$ cat src/common/ppx_regs.vh
// Purpose: Port addresses, indices, field positions and reset values for the palette/extended register block
// Assumes: 16-bit I/O address, 8-bit data
// Notes: Definitions only
`ifndef PPX_REGS_VH
`define PPX_REGS_VH
`define PPX_PORT_EXT_INDEX 16'h03c4
`define PPX_PORT_EXT_DATA 16'h03c5
`define PPX_PORT_PIX_MASK 16'h03c6
`define PPX_PORT_PAL_RDIDX 16'h03c7
`define PPX_PORT_PAL_WRIDX 16'h03c8
`define PPX_PORT_PAL_DATA 16'h03c9
`define PPX_IDX_PASSWORD 6'h05
`define PPX_IDX_GFX_MODE 6'h06
`define PPX_IDX_MISC0 6'h07
`define PPX_IDX_THRESH0 6'h08
`define PPX_IDX_THRESH1 6'h09
`define PPX_IDX_CRT_OVF 6'h0a
`define PPX_IDX_MISC1 6'h0b
`define PPX_IDX_MISC2 6'h0c
`define PPX_IDX_STRAP0 6'h0d
`define PPX_IDX_STRAP1 6'h0e
`define PPX_KEY 8'h86
`define PPX_STAT_WRITE 2'b00
`define PPX_STAT_READ 2'b11
`define PPX_RST8 8'h00
`define PPX_RST6 6'h00
`define PPX_RST2 2'b00
`define PPX_PH_RED 2'd0
`define PPX_PH_GREEN 2'd1
`define PPX_PH_BLUE 2'd2
`define PPX_MISC2_MASK 8'hef
`define PPX_MISC0_MASK 8'hf0
`define PPX_STRAP1_MASK 8'h3f
`define PPX_RST18 18'h00000
`define PPX_PIX_W 8
`define PPX_IDX_BITS 5:0
`define PPX_DAC_BITS 5:0
`define PPX_CLR_R 17:12
`define PPX_CLR_G 11:6
`define PPX_CLR_B 5:0
`define PPX_NIB_HI 7:4
`define PPX_NIB_LO 3:0
`define PPX_MISC1_ORDER 7
`define PPX_MISC1_MMIO 6:5
`define PPX_MISC1_EN 4:0
`define PPX_MISC2_W32 7
`define PPX_MISC2_T16 6
`define PPX_MISC2_CACHE 5
`define PPX_MISC2_TEST 3
`define PPX_MISC2_MEMCFG 2:1
`define PPX_MISC2_TGRST 0
`define PPX_STRAP0_BITS 7:0
`define PPX_STRAP1_BITS 13:8
`define PPX_STRAP0_PORT 0
`endif

$ cat src/logic/ppx_regs.v
// Purpose: Host I/O registers for the palette port and the extended configuration bank
// Assumes: One-cycle read/write strobes synchronous to mclk_i; straps stable at reset release
// Notes: Read data is registered and valid the cycle after the read strobe
`timescale 1ns/1ps
`include "ppx_regs.vh"

// How it works
// Status shows 00 writing, 11 reading
// Read index written at status port
// Write index readable and writable
// Third colour write commits, bumps index
// Third colour read bumps read index
// Pixel ANDed with mask before lookup
// Six-bit index selects extended data register
// Key write unlocks, reads unlocked ID
// Other write locks, reads locked ID
// Graphics mode holds eight enables
// Misc zero: prefetch, feature, DAC, clock
// Threshold registers hold two nibbles each
// Overflow supplies offset and vertical bit10
// Two-bit memory-mapped window select
// Misc one: byte order and enables
// Two-bit memory configuration field
// Misc two: access, cache, test, reset
// Strap zero reports pulled-up pins
// Strap bit selects subsystem port
// Strap one: polarity, module, irq, function
// Locked bank ignores non-password writes
// Reserved bits and empty indices read zero
module ppx_regs #(
  parameter [7:0] ID_UNLOCKED = 8'h5a, // Arbitrary value
  parameter [7:0] ID_LOCKED = 8'h3c // Arbitrary value
) (
  input wire mclk_i,
  input wire nrst_i,
  input wire [15:0] io_addr_i,
  input wire io_wr_i,
  input wire io_rd_i,
  input wire [7:0] io_wdata_i,
  output reg [7:0] io_rdata_o,
  input wire [13:0] memory_data_straps_i,
  input wire [7:0] pixel_i,
  output wire [7:0] lut_addr_o,
  input wire [17:0] lut_rdata_i,
  output wire [7:0] lut_raddr_o,
  output reg lut_we_o,
  output reg [7:0] lut_waddr_o,
  output reg [17:0] lut_wdata_o,
  output wire [7:0] graphics_mode_o,
  output wire [7:0] misc_control_zero_o,
  output wire [3:0] thr_crt_cpu_low_o,
  output wire [3:0] thr_crt_engine_high_o,
  output wire [3:0] thr_ascii_attr_o,
  output wire [3:0] thr_crt_cpu_high_o,
  output wire [3:0] screen_offset_hi_o,
  output wire [3:0] vert_bit10_o,
  output wire rgb_blue_first_o,
  output wire [1:0] mmio_select_o,
  output wire [4:0] misc_one_enables_o,
  output wire [1:0] memory_config_o,
  output wire [4:0] misc_two_enables_o,
  output wire subsys_port_alt_o,
  output wire ext_unlocked_o
);
  // Palette registers
  reg [7:0] pixel_mask_reg;
  reg [7:0] pal_wr_index_reg;
  reg [7:0] pal_rd_index_reg;
  reg [1:0] pal_status_reg;
  reg [1:0] wr_phase_reg;
  reg [1:0] rd_phase_reg;
  reg [5:0] red_hold_reg;
  reg [5:0] green_hold_reg;
  // Extended bank
  reg [5:0] ext_index_reg;
  reg unlocked_reg;
  reg [7:0] gfx_mode_reg;
  reg [7:0] misc0_reg;
  reg [7:0] thresh0_reg;
  reg [7:0] thresh1_reg;
  reg [7:0] crt_ovf_reg;
  reg [7:0] misc1_reg;
  reg [7:0] misc2_reg;
  reg [7:0] strap0_reg;
  reg [7:0] strap1_reg;
  reg strap_taken_reg;
  reg [7:0] rdata_next;
  reg [5:0] rd_colour;

  wire wr_ext_idx = io_wr_i && (io_addr_i == `PPX_PORT_EXT_INDEX);
  wire wr_ext_dat = io_wr_i && (io_addr_i == `PPX_PORT_EXT_DATA);
  wire wr_mask = io_wr_i && (io_addr_i == `PPX_PORT_PIX_MASK);
  wire wr_rdidx = io_wr_i && (io_addr_i == `PPX_PORT_PAL_RDIDX);
  wire wr_wridx = io_wr_i && (io_addr_i == `PPX_PORT_PAL_WRIDX);
  wire wr_pdata = io_wr_i && (io_addr_i == `PPX_PORT_PAL_DATA);
  wire rd_pdata = io_rd_i && (io_addr_i == `PPX_PORT_PAL_DATA);
  wire wr_pw = wr_ext_dat && (ext_index_reg == `PPX_IDX_PASSWORD);
  // Password is always writable so software can recover a locked bank
  wire wr_bank = wr_ext_dat && unlocked_reg;
  // Per-register enables; all carry the lock gate above
  wire wr_gfx = wr_bank && (ext_index_reg == `PPX_IDX_GFX_MODE);
  wire wr_misc0 = wr_bank && (ext_index_reg == `PPX_IDX_MISC0);
  wire wr_thr0 = wr_bank && (ext_index_reg == `PPX_IDX_THRESH0);
  wire wr_thr1 = wr_bank && (ext_index_reg == `PPX_IDX_THRESH1);
  wire wr_ovf = wr_bank && (ext_index_reg == `PPX_IDX_CRT_OVF);
  wire wr_misc1 = wr_bank && (ext_index_reg == `PPX_IDX_MISC1);
  wire wr_misc2 = wr_bank && (ext_index_reg == `PPX_IDX_MISC2);
  genvar bit_n;

  // Per-bit gate: a cleared mask bit forces that lookup address bit low
  generate
    for (bit_n = 0; bit_n < `PPX_PIX_W; bit_n = bit_n + 1) begin : g_mask
      assign lut_addr_o[bit_n] = pixel_i[bit_n] & pixel_mask_reg[bit_n];
    end
  endgenerate

  assign lut_raddr_o = pal_rd_index_reg;

  // Palette write sequence: index load restarts phase
  always @(posedge mclk_i or negedge nrst_i) begin
    if (!nrst_i) begin
      pal_wr_index_reg <= `PPX_RST8;
      wr_phase_reg <= `PPX_PH_RED;
      red_hold_reg <= `PPX_RST6;
      green_hold_reg <= `PPX_RST6;
      lut_we_o <= 1'b0;
      lut_waddr_o <= `PPX_RST8;
      lut_wdata_o <= `PPX_RST18;
    end else begin
      lut_we_o <= 1'b0;
      if (wr_wridx) begin
        pal_wr_index_reg <= io_wdata_i;
        wr_phase_reg <= `PPX_PH_RED;
      end else if (wr_pdata) begin
        case (wr_phase_reg)
          `PPX_PH_RED: begin
            red_hold_reg <= io_wdata_i[`PPX_DAC_BITS];
            wr_phase_reg <= `PPX_PH_GREEN;
          end
          `PPX_PH_GREEN: begin
            green_hold_reg <= io_wdata_i[`PPX_DAC_BITS];
            wr_phase_reg <= `PPX_PH_BLUE;
          end
          default: begin
            lut_we_o <= 1'b1;
            lut_waddr_o <= pal_wr_index_reg;
            lut_wdata_o <= {red_hold_reg, green_hold_reg, io_wdata_i[`PPX_DAC_BITS]};
            pal_wr_index_reg <= pal_wr_index_reg + 8'h01;
            wr_phase_reg <= `PPX_PH_RED;
          end
        endcase
      end
    end
  end

  // Palette read sequence and direction status
  always @(posedge mclk_i or negedge nrst_i) begin
    if (!nrst_i) begin
      pal_rd_index_reg <= `PPX_RST8;
      rd_phase_reg <= `PPX_PH_RED;
      pal_status_reg <= `PPX_RST2;
      pixel_mask_reg <= `PPX_RST8;
    end else begin
      if (wr_mask) begin
        pixel_mask_reg <= io_wdata_i;
      end
      if (wr_rdidx) begin
        pal_rd_index_reg <= io_wdata_i;
        rd_phase_reg <= `PPX_PH_RED;
        pal_status_reg <= `PPX_STAT_READ;
      end else if (rd_pdata) begin
        if (rd_phase_reg == `PPX_PH_BLUE) begin
          pal_rd_index_reg <= pal_rd_index_reg + 8'h01;
          rd_phase_reg <= `PPX_PH_RED;
        end else begin
          rd_phase_reg <= rd_phase_reg + 2'd1;
        end
      end
      if (wr_wridx) begin
        pal_status_reg <= `PPX_STAT_WRITE;
      end
    end
  end

  // Extended bank index and lock; reset leaves the bank locked
  always @(posedge mclk_i or negedge nrst_i) begin
    if (!nrst_i) begin
      ext_index_reg <= `PPX_RST6;
      unlocked_reg <= 1'b0;
    end else begin
      if (wr_ext_idx) begin
        ext_index_reg <= io_wdata_i[`PPX_IDX_BITS];
      end
      if (wr_pw) begin
        unlocked_reg <= (io_wdata_i == `PPX_KEY);
      end
    end
  end

  // One flop group per bank register keeps each enable visible
  always @(posedge mclk_i or negedge nrst_i) begin
    if (!nrst_i) begin
      gfx_mode_reg <= `PPX_RST8;
    end else if (wr_gfx) begin
      gfx_mode_reg <= io_wdata_i;
    end
  end

  // Reserved low nibble never stored, so it reads zero
  always @(posedge mclk_i or negedge nrst_i) begin
    if (!nrst_i) begin
      misc0_reg <= `PPX_RST8;
    end else if (wr_misc0) begin
      misc0_reg <= io_wdata_i & `PPX_MISC0_MASK;
    end
  end

  always @(posedge mclk_i or negedge nrst_i) begin
    if (!nrst_i) begin
      thresh0_reg <= `PPX_RST8;
    end else if (wr_thr0) begin
      thresh0_reg <= io_wdata_i;
    end
  end

  always @(posedge mclk_i or negedge nrst_i) begin
    if (!nrst_i) begin
      thresh1_reg <= `PPX_RST8;
    end else if (wr_thr1) begin
      thresh1_reg <= io_wdata_i;
    end
  end

  always @(posedge mclk_i or negedge nrst_i) begin
    if (!nrst_i) begin
      crt_ovf_reg <= `PPX_RST8;
    end else if (wr_ovf) begin
      crt_ovf_reg <= io_wdata_i;
    end
  end

  always @(posedge mclk_i or negedge nrst_i) begin
    if (!nrst_i) begin
      misc1_reg <= `PPX_RST8;
    end else if (wr_misc1) begin
      misc1_reg <= io_wdata_i;
    end
  end

  // Reserved bit 4 never stored, so it reads zero
  always @(posedge mclk_i or negedge nrst_i) begin
    if (!nrst_i) begin
      misc2_reg <= `PPX_RST8;
    end else if (wr_misc2) begin
      misc2_reg <= io_wdata_i & `PPX_MISC2_MASK;
    end
  end

  // Straps caught on the first clock after reset release, never under reset
  always @(posedge mclk_i or negedge nrst_i) begin
    if (!nrst_i) begin
      strap_taken_reg <= 1'b0;
      strap0_reg <= `PPX_RST8;
      strap1_reg <= `PPX_RST8;
    end else if (!strap_taken_reg) begin
      strap_taken_reg <= 1'b1;
      strap0_reg <= memory_data_straps_i[`PPX_STRAP0_BITS];
      strap1_reg <= {2'b00, memory_data_straps_i[`PPX_STRAP1_BITS]} & `PPX_STRAP1_MASK;
    end
  end

  always @* begin
    case (rd_phase_reg)
      `PPX_PH_RED: begin
        rd_colour = lut_rdata_i[`PPX_CLR_R];
      end
      `PPX_PH_GREEN: begin
        rd_colour = lut_rdata_i[`PPX_CLR_G];
      end
      default: begin
        rd_colour = lut_rdata_i[`PPX_CLR_B];
      end
    endcase
  end

  // Read mux; unmapped ports and empty indices answer zero
  always @* begin
    rdata_next = `PPX_RST8;
    case (io_addr_i)
      `PPX_PORT_EXT_INDEX: begin
        rdata_next = {2'b00, ext_index_reg};
      end
      `PPX_PORT_PIX_MASK: begin
        rdata_next = pixel_mask_reg;
      end
      `PPX_PORT_PAL_RDIDX: begin
        rdata_next = {6'h00, pal_status_reg};
      end
      `PPX_PORT_PAL_WRIDX: begin
        rdata_next = pal_wr_index_reg;
      end
      `PPX_PORT_PAL_DATA: begin
        rdata_next = {2'b00, rd_colour};
      end
      `PPX_PORT_EXT_DATA: begin
        case (ext_index_reg)
          `PPX_IDX_PASSWORD: begin
            rdata_next = unlocked_reg ? ID_UNLOCKED : ID_LOCKED;
          end
          `PPX_IDX_GFX_MODE: begin
            rdata_next = gfx_mode_reg;
          end
          `PPX_IDX_MISC0: begin
            rdata_next = misc0_reg;
          end
          `PPX_IDX_THRESH0: begin
            rdata_next = thresh0_reg;
          end
          `PPX_IDX_THRESH1: begin
            rdata_next = thresh1_reg;
          end
          `PPX_IDX_CRT_OVF: begin
            rdata_next = crt_ovf_reg;
          end
          `PPX_IDX_MISC1: begin
            rdata_next = misc1_reg;
          end
          `PPX_IDX_MISC2: begin
            rdata_next = misc2_reg;
          end
          `PPX_IDX_STRAP0: begin
            rdata_next = strap0_reg;
          end
          `PPX_IDX_STRAP1: begin
            rdata_next = strap1_reg;
          end
          default: rdata_next = `PPX_RST8;
        endcase
      end
      default: rdata_next = `PPX_RST8;
    endcase
  end

  always @(posedge mclk_i or negedge nrst_i) begin
    if (!nrst_i) begin
      io_rdata_o <= `PPX_RST8;
    end else if (io_rd_i) begin
      io_rdata_o <= rdata_next;
    end
  end

  assign graphics_mode_o = gfx_mode_reg;
  assign misc_control_zero_o = misc0_reg;
  assign thr_crt_cpu_low_o = thresh0_reg[`PPX_NIB_HI];
  assign thr_crt_engine_high_o = thresh0_reg[`PPX_NIB_LO];
  assign thr_ascii_attr_o = thresh1_reg[`PPX_NIB_HI];
  assign thr_crt_cpu_high_o = thresh1_reg[`PPX_NIB_LO];
  assign screen_offset_hi_o = crt_ovf_reg[`PPX_NIB_HI];
  assign vert_bit10_o = crt_ovf_reg[`PPX_NIB_LO];
  assign rgb_blue_first_o = misc1_reg[`PPX_MISC1_ORDER];
  assign mmio_select_o = misc1_reg[`PPX_MISC1_MMIO];
  assign misc_one_enables_o = misc1_reg[`PPX_MISC1_EN];
  assign memory_config_o = misc2_reg[`PPX_MISC2_MEMCFG];
  // Reserved bit 4 and the config field are left out of this bundle
  assign misc_two_enables_o = {
    misc2_reg[`PPX_MISC2_W32],
    misc2_reg[`PPX_MISC2_T16],
    misc2_reg[`PPX_MISC2_CACHE],
    misc2_reg[`PPX_MISC2_TEST],
    misc2_reg[`PPX_MISC2_TGRST]
  };
  assign subsys_port_alt_o = strap0_reg[`PPX_STRAP0_PORT];
  assign ext_unlocked_o = unlocked_reg;
endmodule

$ cat config.mk
export PLATFORM = sky130hd
export DESIGN_NAME = ppx_regs
export DESIGN_NICKNAME = d
export VERILOG_FILES = /design/src/logic/ppx_regs.v
export VERILOG_INCLUDE_DIRS = /design/src /design/src/common
export SDC_FILE = /design/constraint.sdc
export NUM_CORES = 1
export LEC_CHECK = 0
export ABC_AREA = 1
export CORE_ASPECT_RATIO = 0.8
export CORE_MARGIN = 2
export CORE_UTILIZATION = 30
export CTS_BUF_LIST = sky130_fd_sc_hd__clkbuf_8
export DETAILED_ROUTE_END_ITERATION = 8
export DONT_BUFFER_PORTS = 1
export SLEW_MARGIN = 20
export SYNTH_ARGS = -nofsm -noshare
export SYNTH_HDL_FRONTEND = slang
export SYNTH_SLANG_ARGS = --single-unit
$ cat constraint.sdc
create_clock -name mclk_i -period 2.4 [get_ports mclk_i]
set_input_delay 0.48 -clock mclk_i [delete_from_list [all_inputs] [get_ports mclk_i]]
set_output_delay 0.48 -clock mclk_i [all_outputs]
set_load 0.005 [all_outputs]
# Yosys cells after proc, flatten, opt, wreduce, memory -nomap -nowiden
# Cells that the tools add are included.
dict set report totals {
  output_inout_bits 108
  wordCells 107
  input_bits 68
  ff_bits 150
}
dict set report classes {
  n_eq_ne 21
  reduce_logical 28
  bitwise 10
  add_sub_neg 3
  muxes 21
}
# cell count
set ops {}
lappend ops {{$eq 16x10->1 const B} 6}
lappend ops {{$pmux 8 s10} 1}
lappend ops {{$mux 8} 6}
lappend ops {{$pmux 8 s6} 1}
lappend ops {{$eq 6x4->1 const B} 7}
lappend ops {{$eq 6x3->1 const B} 3}
lappend ops {{$add 8x1->8 const B} 2}
lappend ops {{$logic_and 1x1->1} 16}
lappend ops {{$mux 2} 7}
lappend ops {{$pmux 6 s2} 1}
lappend ops {{$reduce_and 3->1} 3}
lappend ops {{$and 1x1->1} 8}
lappend ops {{$eq 8x8->1 const B} 1}
lappend ops {{$reduce_bool 2->1} 4}
lappend ops {{$mux 7} 1}
lappend ops {{$eq 2x1->1 const B} 2}
lappend ops {{$logic_not 2->1} 2}
lappend ops {{$pmux 2 s2} 1}
lappend ops {{$reduce_and 2->1} 2}
lappend ops {{$mux 1} 3}
lappend ops {{$add 2x1->2 const B} 1}
lappend ops {{$eq 2x2->1 const B} 1}
lappend ops {{$ne 2x1->1 const B} 1}
lappend ops {{$not 1->1} 2}
lappend ops {{$reduce_or 2->1} 1}

# Logic depth before layout (Yosys ltp)
dict set report logic_depth {
  ltp_word 5
  mapped_depth 12
  ltp_nobuf 12
}

# Least setup slack after synthesis
# No wires, ideal clock.
dict set report synth_path {
  path_type {input port to flip-flop}
  from {input port io_addr_i[5]}
  to {register misc1_reg[3]}
  slack_ns 0.579
  t_arrival_ns 1.691
  cell_stages 9
  required_ns 2.270
  n_path_buf 1
  cell_sequence {nor2_1 -> nand2_1 -> inv_1 -> nand4_1 -> nor3_4 -> nand2_1 -> buf_2 -> nand2_1 -> o21ai_0}
}
dict set report synth_via {
  elab_chain_len 4
}
# item line
set synth_lines {}
lappend synth_lines {{from (decl)} ppx_regs.v:36} ;# input wire [15:0] io_addr_i,
lappend synth_lines {{$eq 16x10->1} n/a}
lappend synth_lines {{$logic_and 1x1->1} ppx_regs.v:91} ;# wire wr_ext_dat = io_wr_i && (io_addr_i == `PPX_PORT_EXT_DATA);
lappend synth_lines {{$logic_and 1x1->1} ppx_regs.v:99} ;# wire wr_bank = wr_ext_dat && unlocked_reg;
lappend synth_lines {{$logic_and 1x1->1} ppx_regs.v:106} ;# wire wr_misc1 = wr_bank && (ext_index_reg == `PPX_IDX_MISC1);
lappend synth_lines {{to (signal assigned)} ppx_regs.v:244} ;# misc1_reg <= `PPX_RST8;
lappend synth_lines {{to (signal assigned)} ppx_regs.v:246} ;# misc1_reg <= io_wdata_i;
lappend synth_lines {{to (decl)} ppx_regs.v:82} ;# reg [7:0] misc1_reg;
# Every way passes these cells.
# A chain may end at the register's enable or synchronous reset.

# Worst setup path after layout
dict set report layout_path {
  from {register ext_index_reg[4]}
  to {register io_rdata_o[5]}
}
dict set report layout_via {
  elab_chain_len 3
  elab_cells_between_ends 12
  classes_between {eq/ne (10); mux (2)}
}
# item line
set layout_lines {}
lappend layout_lines {{from (decl)} ppx_regs.v:75} ;# reg [5:0] ext_index_reg;
lappend layout_lines {{from (signal assigned)} ppx_regs.v:188} ;# ext_index_reg <= `PPX_RST6;
lappend layout_lines {{from (signal assigned)} ppx_regs.v:192} ;# ext_index_reg <= io_wdata_i[`PPX_IDX_BITS];
lappend layout_lines {{$eq 6x4->1 / $eq 6x3->1 (equally long branches)} ppx_regs.v:306} ;# case (ext_index_reg)
lappend layout_lines {{$pmux 8 s10 *} ppx_regs.v:306}
lappend layout_lines {{$pmux 8 s6 *} ppx_regs.v:289} ;# case (io_addr_i)
lappend layout_lines {{to (signal assigned)} ppx_regs.v:346} ;# io_rdata_o <= `PPX_RST8;
lappend layout_lines {{to (signal assigned)} ppx_regs.v:348} ;# io_rdata_o <= rdata_next;
lappend layout_lines {{to (decl)} ppx_regs.v:40} ;# output reg [7:0] io_rdata_o,
# Every way passes the cells marked *; elsewhere a longest branch is shown, timed or not.

==> flow_metrics.tcl <==
set metrics [dict create \
    status "complete, but fails checks" \
    failed_checks "negative hold slack" \
    hpwl_mm 18.14 \
    grt_max_degree 150 \
    layout_commonest_cell "nand2_1" \
    finalWirelength_mm 24.39 \
    grt_pass1_vias 5822 \
    cts_tree "done" \
    leakagePower_uw 0.004299 \
    yosysSeqAreaShare 0.5064 \
    die_area_um2 25820 \
    netlist_area_um2 7363 \
    grt_usage 0.1935 \
    tightestPinTransition_ns 0.6904 \
    hp-class "in -> async" \
    grt_antenna_before_repair 1 \
    slew_headroom 0.5392 \
    final_cell_mix "284 x nand2_1, 149 x dfrtp_1, 93 x inv_1" \
    grt_pass1_wl_mm 36.56 \
    clkLatencyLatePin_ns 0.46 \
    drtIter0Drc 570 \
    firstDrtPassIters 7 \
    critPathKind "reg -> reg" \
    maxSlewViolCount 0 \
    start_kind "register" \
    antenna_cells 0 \
    hold_violations 149 \
    vias_per_cell 4.932 \
    postCtsSetupBuffers 0 \
    rr_worst_depth 12 \
    synth_xor_area_frac 0.01427 \
    r2r_slack_ns 0.33 \
    netlist_instances 912 \
    htreeDepth 4 \
    net-switching-power_uw 1098 \
    grt_remaining_overflow 0 \
    clock_skew_ns 0.01284 \
    pin_count 176 \
    clkPwrFrac 0.417 \
    seq_power_share 0.560 \
    vdd_drop_max_v 0.0002655 \
    synthSimpleGateAreaFrac 0.2705 \
    cts.clk_slew.worst_paths_ns 0.09 \
    cts_sinks 149 \
    largest_reg_flops 18 \
    switching_share 0.2406 \
    fp.dieH_um 144.1 \
    core_area_um2 24250 \
    power_density_nw_per_um2 560.5 \
    die-width_um 179.2 \
    synthAdderAreaFrac 0.003398 \
    cts_buffer_depth 2 \
    critical_path.max_fanout 16 \
    initial_core_util 0.3037 \
    final.min_clock_period_ns 2.066 \
    yosys_warnings 0 \
    timing.hold.ws_ns -0.2842 \
    drive_above_1_share 0.07906 \
    port_buffers 0 \
    ys_ff_latch 149 \
    combPwrFrac 0.023 \
    max_freq_ghz 0.4841 \
    routabilityCongestion 0.9843 \
    fin_tns_setup_ns 0 \
    clockRootBuffer "clkbuf_8" \
    r2r-start "ext_index_reg[4]" \
    muxShareOfSynthArea 0.05523 \
    setup.worst_path.end_class "register" \
    power.internal_uw 3466 \
    worstPathArrival_ns 2.46 \
    rr_endpoint "io_rdata_o[5]" \
    ant_nets 0 \
    synth_cell_types 34 \
    syn_to_final_growth_pct 10.59 \
    period_share 0.8607 \
    setup_viol_count_final 0 \
    synth.avg_cell_area_um2 8.074 \
    wire_per_inst_um 19.45 \
    top_register "lut_wdata_o" \
    num_rows 51 \
    dr_total_vias 6185 \
    total_power_uw 4564 \
    drc 0 \
    rsz0062_at_grt "false" \
    synth_top_family_by_area "simple AND/OR/NAND/NOR gates" \
    max_cap_viol_count 0 \
    postCtsResizedCells 0 \
    nets 993 \
    cts_buffers 17 \
    cp_data_required_time_ns 2.79 \
    synth_compound_area_frac 0.08020 \
]
worst max-delay path, stage by stage, from the launching register on:
cell     delay (ns)
dfrtp_1        0.42
nor2_1         0.19
buf_4          0.25
nand2_1        0.09
nor2_1         0.40
nand2_1        0.12
nand2_1        0.08
nor2_1         0.05
nand3_1        0.08
nand2_1        0.07
nand2_1        0.10
nand2_1        0.08
nand2_1        0.07
area by class of cell:
class,count,area [um^2]
clock buffer,20,275.3
clock inverter,12,105.1
fill,2551,16110
inverter,94,352.8
multi-input combinational,642,3141
sequential,149,3729
tap,318,397.9
timing repair buffer,19,142.6
logic make-up (layout without fill, tap and decap cells):
group / after synthesis / in the layout
adder cells (fa/ha/maj): 2 / 2
multiplexers: 39 / 39
buffers and inverters: 124 / 145
XOR/XNOR: 12 / 12
flip-flops: 149 / 149
AND/OR/NAND/NOR: 473 / 473
other: 2 / 5
AO/OA/AOI/OAI: 111 / 111
per-stage QoR:
stage	util	cell area (um^2)	setup WS, ns	cells
after detailed placement	0.3201	7762	0.1649	1222
after global placement	0.3201	7762	0.2564	1222
final	0.3358	8143	0.3343	1254
after CTS	0.3358	8143	0.3790	1254
after global routing	0.3358	8143	0.1529	1254
after floorplan	-	7375	0.5790	915
layer usage:
metal  share of wire  up-vias  GRT usage
met4           0.014        0    0.05518
li1                -     2955          -
met5               0        -          0
met2            0.41      258     0.2723
met1            0.47     2949     0.2710
met3            0.11       23    0.07965
power groups by stage:
stage / Clock, uW / Combinational, uW / Sequential [uW]
after floorplan: 0 / 75.3 / 2590
after global placement: 0 / 104 / 2600
after detailed placement: 0 / 105 / 2600
after CTS: 1970 / 107 / 2550
after global routing: 2080 / 117 / 2560
final: 1900 / 107 / 2550
synth_stat cells (all sizes together):
| master | n | area, um^2 |
|---|---|---|
| mux2i | 26 | 260.3 |
| xor2 | 8 | 70.07 |
| nand2 | 286 | 1076 |
| dfrtp | 149 | 3729 |
| nor3b | 2 | 15.01 |
| clkbuf | 14 | 52.55 |
| o21ai | 84 | 420.4 |
| conb | 2 | 7.510 |
| nor3 | 12 | 71.32 |
| a21boi | 1 | 7.510 |
| xnor2 | 4 | 35.03 |
| o211ai | 11 | 82.58 |
| and2 | 1 | 6.260 |
| nand3b | 1 | 7.510 |
| o2111ai | 1 | 8.760 |
| nand3 | 75 | 375.4 |
| clkinv | 1 | 3.750 |
| nor2 | 79 | 334.1 |
| buf | 16 | 102.6 |
| nand4 | 15 | 93.84 |
| a31oi | 1 | 6.260 |
| mux2 | 13 | 146.4 |
| inv | 93 | 349.1 |
| a21oi | 13 | 65.06 |
| ha | 2 | 25.02 |
| nor4 | 2 | 12.51 |
how the worst max path moves through the flow:
stage / startpoint / endpoint / slack [ns] / cells past startpoint
global placement: io_addr_i[5] / thresh0_reg[1] / 0.26 / 8
global route: ext_index_reg[4] / io_rdata_o[7] / 0.15 / 12
finish: ext_index_reg[4] / io_rdata_o[5] / 0.33 / 12
CTS: ext_index_reg[4] / io_rdata_o[5] / 0.38 / 12
detailed placement: io_addr_i[5] / misc2_reg[3] / 0.16 / 8
floorplan: io_addr_i[5] / misc1_reg[3] / 0.58 / 9
(Power assumes the default switching activity.)
